`config.mk`:
```
export PLATFORM = sky130hd
export DESIGN_NAME = cm_modulo_agu
export DESIGN_NICKNAME = d
export VERILOG_FILES = /design/src/logic/cm_pkg.sv /design/src/logic/cm_modulo_agu.sv
export SDC_FILE = /design/constraint.sdc
export NUM_CORES = 1
export LEC_CHECK = 0
export ABC_AREA = 0
export CAP_MARGIN = 15
export CORE_MARGIN = 5
export CORE_UTILIZATION = 50
export DETAILED_ROUTE_END_ITERATION = 10
export DONT_BUFFER_PORTS = 1
export PLACE_DENSITY_LB_ADDON = 0.1
export SLEW_MARGIN = 20
export SYNTH_ARGS = -nofsm -noshare
export SYNTH_HDL_FRONTEND = slang
export SYNTH_SLANG_ARGS = --single-unit
export TNS_END_PERCENT = 5
```
`constraint.sdc`:
```
create_clock -name hclk -period 5.3 [get_ports hclk]
set_clock_uncertainty 0.15 [all_clocks]
set_input_delay 1.06 -clock hclk [delete_from_list [all_inputs] [get_ports hclk]]
set_output_delay 1.06 -clock hclk [all_outputs]
set_load 0.05 [all_outputs]
```
`src/logic/cm_pkg.sv`:
```
package cm_pkg;
  // ----------------------------------------------------------------
  // Register map (byte offsets, one 32-bit word each)
  // ----------------------------------------------------------------
  localparam logic [7:0] CM_OFS_X_START = 8'h00;
  localparam logic [7:0] CM_OFS_X_END = 8'h04;
  localparam logic [7:0] CM_OFS_Y_START = 8'h08;
  localparam logic [7:0] CM_OFS_Y_END = 8'h0c;
  localparam logic [7:0] CM_OFS_CONTROL = 8'h10;
  localparam int CM_ADDR_BITS = 8;

  // ----------------------------------------------------------------
  // Control register fields
  // ----------------------------------------------------------------
  localparam int CM_X_SEL_LSB = 0;
  localparam int CM_Y_SEL_LSB = 4;
  localparam int CM_SEL_W = 4;
  localparam int CM_Y_EN_BIT = 14;
  localparam int CM_X_EN_BIT = 15;
  localparam logic [3:0] CM_SEL_OFF = 4'hf;

  // ----------------------------------------------------------------
  // Reset values
  // ----------------------------------------------------------------
  localparam logic [15:0] CM_RST_BOUND = 16'h0000;
  localparam logic [15:0] CM_RST_CONTROL = 16'h0000;

  // ----------------------------------------------------------------
  // Address generator channels
  // ----------------------------------------------------------------
  localparam int CM_CH_X_READ = 0;
  localparam int CM_CH_X_WRITE = 1;
  localparam int CM_CH_Y = 2;
  localparam int CM_NUM_CH = 3;

  localparam logic [1:0] CM_HTRANS_NONSEQ = 2'b10;
  localparam logic [1:0] CM_HRESP_OKAY = 2'b00;
endpackage

```
`src/logic/cm_modulo_agu.sv`:
```
// The address map and the AHB-Lite slave port were decided locally.
`timescale 1ns/1ns
module cm_modulo_agu
  import cm_pkg::*;
#(
  parameter int DATA_W = 16
)
(
  // Clock and reset
  input wire logic hclk,
  input wire logic hresetn,
  // AHB-Lite slave
  input wire logic hsel,
  input wire logic [31:0] haddr,
  input wire logic [1:0] htrans,
  input wire logic hwrite,
  input wire logic [2:0] hsize,
  input wire logic [31:0] hwdata,
  input wire logic hready,
  output logic hreadyout,
  output logic [1:0] hresp,
  output logic [31:0] hrdata,
  // Pointer accesses from the datapath: X read, X write, Y
  input wire logic [CM_NUM_CH-1:0] agu_req,
  input wire logic [CM_NUM_CH-1:0] agu_prog_space,
  input wire logic [CM_NUM_CH*4-1:0] agu_wreg,
  input wire logic [CM_NUM_CH*DATA_W-1:0] agu_ptr,
  input wire logic [CM_NUM_CH*DATA_W-1:0] agu_step,
  // Results, one cycle after the request
  output logic [CM_NUM_CH-1:0] agu_valid,
  output logic [CM_NUM_CH-1:0] agu_wrapped,
  output logic [CM_NUM_CH-1:0] agu_prog_out,
  output logic [CM_NUM_CH*DATA_W-1:0] agu_ea,
  output logic [CM_NUM_CH*DATA_W-1:0] agu_next_ptr
);
  import cm_pkg::*;

  // ----------------------------------------------------------------
  // Bus slave
  // ----------------------------------------------------------------
  logic [DATA_W-1:0] x_start_q, x_start_d;
  logic [DATA_W-1:0] x_end_q, x_end_d;
  logic [DATA_W-1:0] y_start_q, y_start_d;
  logic [DATA_W-1:0] y_end_q, y_end_d;
  logic [DATA_W-1:0] ctrl_q, ctrl_d;
  logic [CM_ADDR_BITS-1:0] dph_addr_q, dph_addr_d;
  logic dph_wr_q, dph_wr_d;
  logic [31:0] rdata_q, rdata_d;
  logic addr_phase;

  // Zero wait states: every transfer completes in its first data cycle
  assign hreadyout = 1'b1;
  assign hresp = CM_HRESP_OKAY;
  assign addr_phase = hsel && hready && (htrans == CM_HTRANS_NONSEQ);

  // ----------------------------------------------------------------
  // Data phase tracking
  // ----------------------------------------------------------------
  // Upper address bits are not decoded, so the map repeats every 256 bytes;
  // hsize is not checked and every access is taken as a whole word
  always_comb
  begin
    dph_addr_d = dph_addr_q;
    dph_wr_d = 1'b0;
    if (addr_phase)
    begin
      dph_addr_d = haddr[CM_ADDR_BITS-1:0];
      dph_wr_d = hwrite;
    end
  end

  // ----------------------------------------------------------------
  // Register writes
  // ----------------------------------------------------------------
  // Only the low DATA_W bits of a write are kept; the rest read back 0
  // Writes land at the end of the data phase; unmapped offsets ignored
  always_comb
  begin
    x_start_d = x_start_q;
    x_end_d = x_end_q;
    y_start_d = y_start_q;
    y_end_d = y_end_q;
    ctrl_d = ctrl_q;
    if (dph_wr_q)
    begin
      unique case (dph_addr_q)
        CM_OFS_X_START: x_start_d = hwdata[DATA_W-1:0];
        CM_OFS_X_END: x_end_d = hwdata[DATA_W-1:0];
        CM_OFS_Y_START: y_start_d = hwdata[DATA_W-1:0];
        CM_OFS_Y_END: y_end_d = hwdata[DATA_W-1:0];
        // Control bits outside the fields are stored and read back unused
        CM_OFS_CONTROL: ctrl_d = hwdata[DATA_W-1:0];
        default: ctrl_d = ctrl_q;
      endcase
    end
  end

  // ----------------------------------------------------------------
  // Read data
  // ----------------------------------------------------------------
  // Read data is taken at the address edge from the next-state values, so
  // a read right behind a write to the same register returns the new word
  always_comb
  begin
    rdata_d = 32'h0000_0000;
    if (addr_phase && !hwrite)
    begin
      unique case (haddr[CM_ADDR_BITS-1:0])
        CM_OFS_X_START: rdata_d = 32'(x_start_d);
        CM_OFS_X_END: rdata_d = 32'(x_end_d);
        CM_OFS_Y_START: rdata_d = 32'(y_start_d);
        CM_OFS_Y_END: rdata_d = 32'(y_end_d);
        CM_OFS_CONTROL: rdata_d = 32'(ctrl_d);
        default: rdata_d = 32'h0000_0000;
      endcase
    end
  end

  // ----------------------------------------------------------------
  // Register bank
  // ----------------------------------------------------------------
  // Bounds and control reset to zero; with both enable bits clear no window is live until software sets one up
  always_ff @(posedge hclk or negedge hresetn)
  begin
    if (!hresetn)
    begin
      x_start_q <= CM_RST_BOUND;
      x_end_q <= CM_RST_BOUND;
      y_start_q <= CM_RST_BOUND;
      y_end_q <= CM_RST_BOUND;
      ctrl_q <= CM_RST_CONTROL;
      dph_addr_q <= 8'h00;
      dph_wr_q <= 1'b0;
      rdata_q <= 32'h0000_0000;
    end
    else
    begin
      x_start_q <= x_start_d;
      x_end_q <= x_end_d;
      y_start_q <= y_start_d;
      y_end_q <= y_end_d;
      ctrl_q <= ctrl_d;
      dph_addr_q <= dph_addr_d;
      dph_wr_q <= dph_wr_d;
      rdata_q <= rdata_d;
    end
  end

  assign hrdata = rdata_q;

  // ----------------------------------------------------------------
  // Space enables
  // ----------------------------------------------------------------
  logic [CM_SEL_W-1:0] x_sel;
  logic [CM_SEL_W-1:0] y_sel;
  logic x_active;
  logic y_active;

  assign x_sel = ctrl_q[CM_X_SEL_LSB +: CM_SEL_W];
  assign y_sel = ctrl_q[CM_Y_SEL_LSB +: CM_SEL_W];
  // One shared window per space, so both X generators see the same buffer
  assign x_active = (x_sel != CM_SEL_OFF) && ctrl_q[CM_X_EN_BIT];
  // Select 15 parks a space even while its enable bit is set
  assign y_active = (y_sel != CM_SEL_OFF) && ctrl_q[CM_Y_EN_BIT];

  // ----------------------------------------------------------------
  // Buffer windows
  // ----------------------------------------------------------------
  logic [DATA_W-1:0] y_lo;
  logic [DATA_W:0] x_len, y_len;
  logic x_pow2, y_pow2;

  // Y data is word sized, so its window opens on an even address
  assign y_lo = {y_start_q[DATA_W-1:1], 1'b0};
  // Length follows from the bounds, up to 64 Kbytes; seventeen bits keep a
  // full 64K window from folding to zero. An end below the start is not
  // caught: software must keep the bounds in order.
  assign x_len = {1'b0, x_end_q} - {1'b0, x_start_q} + {{DATA_W{1'b0}}, 1'b1};
  assign y_len = {1'b0, y_end_q} - {1'b0, y_lo} + {{DATA_W{1'b0}}, 1'b1};
  assign x_pow2 = (x_len & (x_len - {{DATA_W{1'b0}}, 1'b1})) == '0;
  assign y_pow2 = (y_len & (y_len - {{DATA_W{1'b0}}, 1'b1})) == '0;

  // ----------------------------------------------------------------
  // Address generators
  // ----------------------------------------------------------------
  logic [CM_NUM_CH-1:0] valid_q, valid_d;
  logic [CM_NUM_CH-1:0] wrap_q, wrap_d;
  logic [CM_NUM_CH-1:0] prog_q, prog_d;
  logic [CM_NUM_CH*DATA_W-1:0] ea_q, ea_d;
  logic [CM_NUM_CH*DATA_W-1:0] nptr_q, nptr_d;

  genvar g;
  generate
    for (g = 0; g < CM_NUM_CH; g++)
    begin : gen_ch
      localparam bit IS_Y = (g == CM_CH_Y);
      logic [DATA_W-1:0] lo, hi, ptr, step;
      logic [CM_SEL_W-1:0] sel;
      logic act, pow2, hit, inc, over, under;
      logic chk_hi, chk_lo;
      logic signed [DATA_W+1:0] sum;

      always_comb
      begin
        // Both X generators share one window, Y has its own
        lo = IS_Y ? y_lo : x_start_q;
        hi = IS_Y ? y_end_q : x_end_q;
        sel = IS_Y ? y_sel : x_sel;
        act = IS_Y ? y_active : x_active;
        pow2 = IS_Y ? y_pow2 : x_pow2;
        ptr = agu_ptr[g*DATA_W +: DATA_W];
        step = agu_step[g*DATA_W +: DATA_W];
        if (IS_Y)
          ptr[0] = 1'b0;
        // A zero step counts as incrementing
        inc = !step[DATA_W-1];
        // Two guard bits keep a step across 0x0000 or 0xffff in order
        sum = $signed({2'b00, ptr}) + $signed({{2{step[DATA_W-1]}}, step});
        over = sum > $signed({2'b00, hi});
        under = sum < $signed({2'b00, lo});
        // Only pow2 windows may be walked both ways; any other window
        // is checked only at the bound that the step heads for
        chk_hi = inc || pow2;
        chk_lo = !inc || pow2;
        // Program-space pointers take the same path as data pointers
        hit = agu_req[g] && act && (agu_wreg[g*CM_SEL_W +: CM_SEL_W] == sel);
        ea_d[g*DATA_W +: DATA_W] = ptr;
        nptr_d[g*DATA_W +: DATA_W] = sum[DATA_W-1:0];
        wrap_d[g] = 1'b0;
        valid_d[g] = agu_req[g];
        prog_d[g] = agu_prog_space[g];
        if (hit)
        begin
          // Reload the bound itself; no overshoot is carried over
          if (over && chk_hi)
          begin
            nptr_d[g*DATA_W +: DATA_W] = lo;
            wrap_d[g] = 1'b1;
          end
          else if (under && chk_lo)
          begin
            nptr_d[g*DATA_W +: DATA_W] = hi;
            if (IS_Y)
              nptr_d[g*DATA_W] = 1'b0;
            wrap_d[g] = 1'b1;
          end
        end
      end
    end
  endgenerate

  // ----------------------------------------------------------------
  // Result registers
  // ----------------------------------------------------------------
  // Results stand for one cycle; a held request simply repeats them
  always_ff @(posedge hclk or negedge hresetn)
  begin
    if (!hresetn)
    begin
      valid_q <= '0;
      wrap_q <= '0;
      prog_q <= '0;
      ea_q <= '0;
      nptr_q <= '0;
    end
    else
    begin
      valid_q <= valid_d;
      wrap_q <= wrap_d;
      prog_q <= prog_d;
      ea_q <= ea_d;
      nptr_q <= nptr_d;
    end
  end

  // ----------------------------------------------------------------
  // Result ports
  // ----------------------------------------------------------------
  // Every result is a flop, so the datapath sees no path through this block
  assign agu_valid = valid_q;
  assign agu_wrapped = wrap_q;
  assign agu_prog_out = prog_q;
  assign agu_ea = ea_q;
  assign agu_next_ptr = nptr_q;
endmodule

```
==> summary.md <==
| Metric | Value |
|---|---|
| Outcome | `finished, final reports clean` |
| Max-cap violations | `0` |
| Synth Cell Area | `approximately 16000 µm²` |
| Final Max Tran Viols | `0` |
| Achievable Freq | `0.195 GHz` |
| Vias post-DR | `13.7k` |
| Tmin final | `5.14 ns` |
| CP Launch Type | `primary input` |
| Drt via density | `6.19` |
| Pwr Density | `350 nW/µm²` |
| Critical-path cell list | `ha_1 > inv_1 > fa_1 > nor2b_1 > o31a_1 > o41a_1 > a21o_1 > a21o_1 > a21oi_1 > xor2_1 > inv_1 > ha_1 > a21o_1 > a21oi_1 > o21ai_0 > a221o_1 > o21ai_1 > and2_1 > and4_1 > o2111ai_2 > buf_12 > o221a_2` |
| Die X | `187 µm` |
| I/O Pins | `between 300 and 400` |
| Multiplexer area fraction after synthesis | `0.0308` |
| Warnings from Yosys | `0` |
| Buffers and inverters on the worst path | `3` |
| Root Driver | `clkbuf_16` |
| Layout cells sized above 1 | `0.166` |
| Hold Path Class | `in2async` |
| Area growth syn-to-layout | `15.1%` |
| CP startpoint | `agu_ptr[33]` |
| Post-route setup slack | `around 0.16 ns` |
| Met3 WL | `between 4000 and 5000 µm` |
| Final ANT Viol Nets | `0` |
| R2R setup slack | `0.19 ns` |
| Int Pwr | `slightly below 4 mW` |
| Port Buf Inserts | `0` |
| Largest net degree at the start of global routing | `210` |
| Multi-input logic area | `between 9000 and 10000 µm²` |
| Gr ovfl total | `0` |
| Compound-Gate Fraction of Synth Area | `0.242` |
| Final period util | `0.969` |
| Top Family by Delay on Critical Path | `compound AO/OA/AOI/OAI gates` |
| Routed wire length | `approximately 50000 µm` |
| Post-synth top flop | `dfrtp_1` |
| Starting Density | `0.510` |
| Most used cell along the critical path | `a21o_1` |
| Diodes inserted | `0` |
| Die area | `around 35000 µm²` |
| Vias in the first global route | `about 13k` |
| Total power | `between 6 and 7 mW` |
| Peak VDD IR | `between 0.0002 and 0.00025 V` |
| Reg area | `~5200 µm²` |
| Clk sinks | `around 210` |
| Xor and xnor fraction of the mapped netlist area | `0.0341` |
| Switching Share | `0.382` |
| Comb pwr share | `0.347` |
| Core area | `approximately 31000 µm²` |
| Post-synth EDFFs | `0` |
| Final hold violation count | `0` |
| Critical Path End | `agu_next_ptr[33]` |
| Synthesis-stage register bit count | `~210` |
| CP peak stage delay | `0.40 ns` |
| Synth Area in Simple Gates | `0.135` |
| Sequential share of power | `0.349` |
| Clk pwr share | `0.304` |
| Num CTS Buffers | `25` |
| # rows | `between 60 and 70` |
| Pre-CTS WS | `-0.456 ns` |
| Number of DRC markers in iteration 0 | `~1.0k` |
| CP Depth | `22` |
| Reg2reg end | `agu_next_ptr[12]` |
| CTS tree | `built` |
| Max layer used | `met4` |
| First-pass GRT wire length | `between 70000 and 80000 µm` |
| Clk Latency, worst-skew pair | `roughly 0.54 ns` |
| Post-route cell area | `between 15000 and 20000 µm²` |
| Worst Max-Slew Pin Slew | `between 1 and 1.5 ns` |
| Synth cell types | `95` |
| Worst-path clk slew | `0.06 ns` |
| Crit path required time | `5.55 ns` |
| Post-Synth Adder-Cell Area | `0.173` |
| Largest family of logic cells by synthesized area | `compound AO/OA/AOI/OAI gates` |
| Maximum root-to-sink buffer count | `3` |
| WS Path Type | `in2reg` |
| First drt pass iteration count | `7` |
| Crit path arrival time | `5.38 ns` |
| Layout filler cell count | `roughly 2.7k` |
| GRT Total Usage | `0.273` |
| Metal2 WL | `~21000 µm` |
| Routed length on met1 | `around 23000 µm` |
| Leak | `8.31 nW` |
| Slew margin rel. | `0.299` |
| Routability congestion estimate from global placement | `slightly below 1` |
| Nets | `2192` |
| Synthesized instance count | `1683` |
| # DRC | `0` |
| R2R cell count | `14` |
| Slowest-stage cell, CP | `o41a_1` |
| Post-synthesis sequential area ratio | `0.334` |
| Setup crit end kind | `register` |
| Initial antenna violation count | `0` |
| NetSw | `2.41 mW` |
| Die Height | `approximately 190 µm` |
| Mean Syn Cell Area | `just over 9 µm²` |
| Routed wire per std cell | `between 20 and 25 µm` |
| DP Area | `~17000 µm²` |
| H-tree level count | `1` |
| RR Startpoint | `gen_ch[0].lo[5]` |
| Crit Path Max Fanout | `15` |
| Dpl hpwl | `roughly 40000 µm` |
| Final setup fails | `0` |
| Post-synth ARST share | `1.00` |
placed cells by master, fill, tap and decap left out, types with 40 or more instances in the layout:
cell,instances
a21oi_1,86
nor2_1,97
nand2_1,132
o211ai_1,47
inv_1,115
xnor2_1,40
ha_1,204
buf_4,133
dfrtp_1,209
o21ai_0,107
mux2_2,42
flip-flops by register name, summed over array words and instances (netlist names):
| signal | flops |
|---|---|
| agu_next_ptr | 48 |
| agu_ea | 47 |
| gen_ch.hi | 32 |
| ctrl_q | 16 |
| gen_ch.lo | 16 |
| hrdata | 16 |
| y_start_q | 16 |
| dph_addr_q | 8 |
| agu_prog_out | 3 |
| agu_valid | 3 |
| agu_wrapped | 3 |
| dph_wr_q | 1 |
synth_stat cells (all sizes together), types with 33 or more instances:
master	instances	area (µm²)
xnor2	40	350
clkbuf	43	163
dfrtp	209	5230
mux2	42	473
ha	205	2560
nor2	97	364
o21ai	116	581
nand2	132	495
nand2b	33	206
o211ai	47	353
a21oi	87	435
inv	116	435
metrics by stage:
stage           util  hold WS, ns  setup TNS, ns  std cells
2_1_floorplan      -        0.316         -0.329       1701
3_3_place_gp   0.552        0.325         -15.27       2159
3_5_place_dp   0.552        0.332         -18.39       2159
4_1_cts        0.583       0.0530              0       2203
5_1_grt        0.587       0.0532        -0.0707       2207
6_report       0.587       0.0745              0       2207
cells by family (layout without fill, tap and decap cells):
group           count (synthesis)  count (layout)
buf+inv                       189             299
xor+xnor                       61              61
fa+ha+maj                     214             214
simple gates                  428             428
flops                         209             209
compound gates                537             537
other cells                     2              20
mux                            43              43
repair_timing:
| item | 4_1_cts | 5_1_grt |
|---|---|---|
| endpoints found under the setup margin | 0 | 47 |
| gates resized for setup | 0 | 31 |
| hold buffers | 0 | 0 |
| buffers inserted | 0 | 5 |
final cells by class:
type	instances	area share
Clock inverter	13	0.0126
Clock buffer	31	0.0387
Tap cell	396	0.0275
Timing Repair Buffer	139	0.0607
Multi-Input combinational cell	1303	0.546
Sequential cell	209	0.290
Inverter	116	0.0241
metal layers:
layer,GRT usage,up-vias
li1,-,6450
met1,0.398,6646
met2,0.409,522
met3,0.0739,51
met4,0.0589,0
met5,0,-
power by group through the flow:
stage | clock network (mW) | logic (mW) | registers (mW)
2_1_floorplan | 0 | 1.53 | 2.18
3_3_place_gp | 0 | 2.07 | 2.24
3_5_place_dp | 0 | 2.10 | 2.24
4_1_cts | 1.96 | 2.12 | 2.21
5_1_grt | 2.03 | 2.42 | 2.22
6_report | 1.92 | 2.19 | 2.20
worst min path at each step:
stage / from / to / slack (ns) / cells past startpoint
2_1_floorplan: y_start_q[0] / y_start_q[0] / 0.32 / 1
3_3_place_gp: y_start_q[0] / y_start_q[0] / 0.32 / 1
3_5_place_dp: y_start_q[0] / y_start_q[0] / 0.33 / 1
4_1_cts: hresetn / agu_ea[35] / 0.05 / 0
5_1_grt: hresetn / agu_ea[46] / 0.05 / 0
6_report: hresetn / agu_ea[37] / 0.07 / 0
Power figures use the tool's default switching activity.
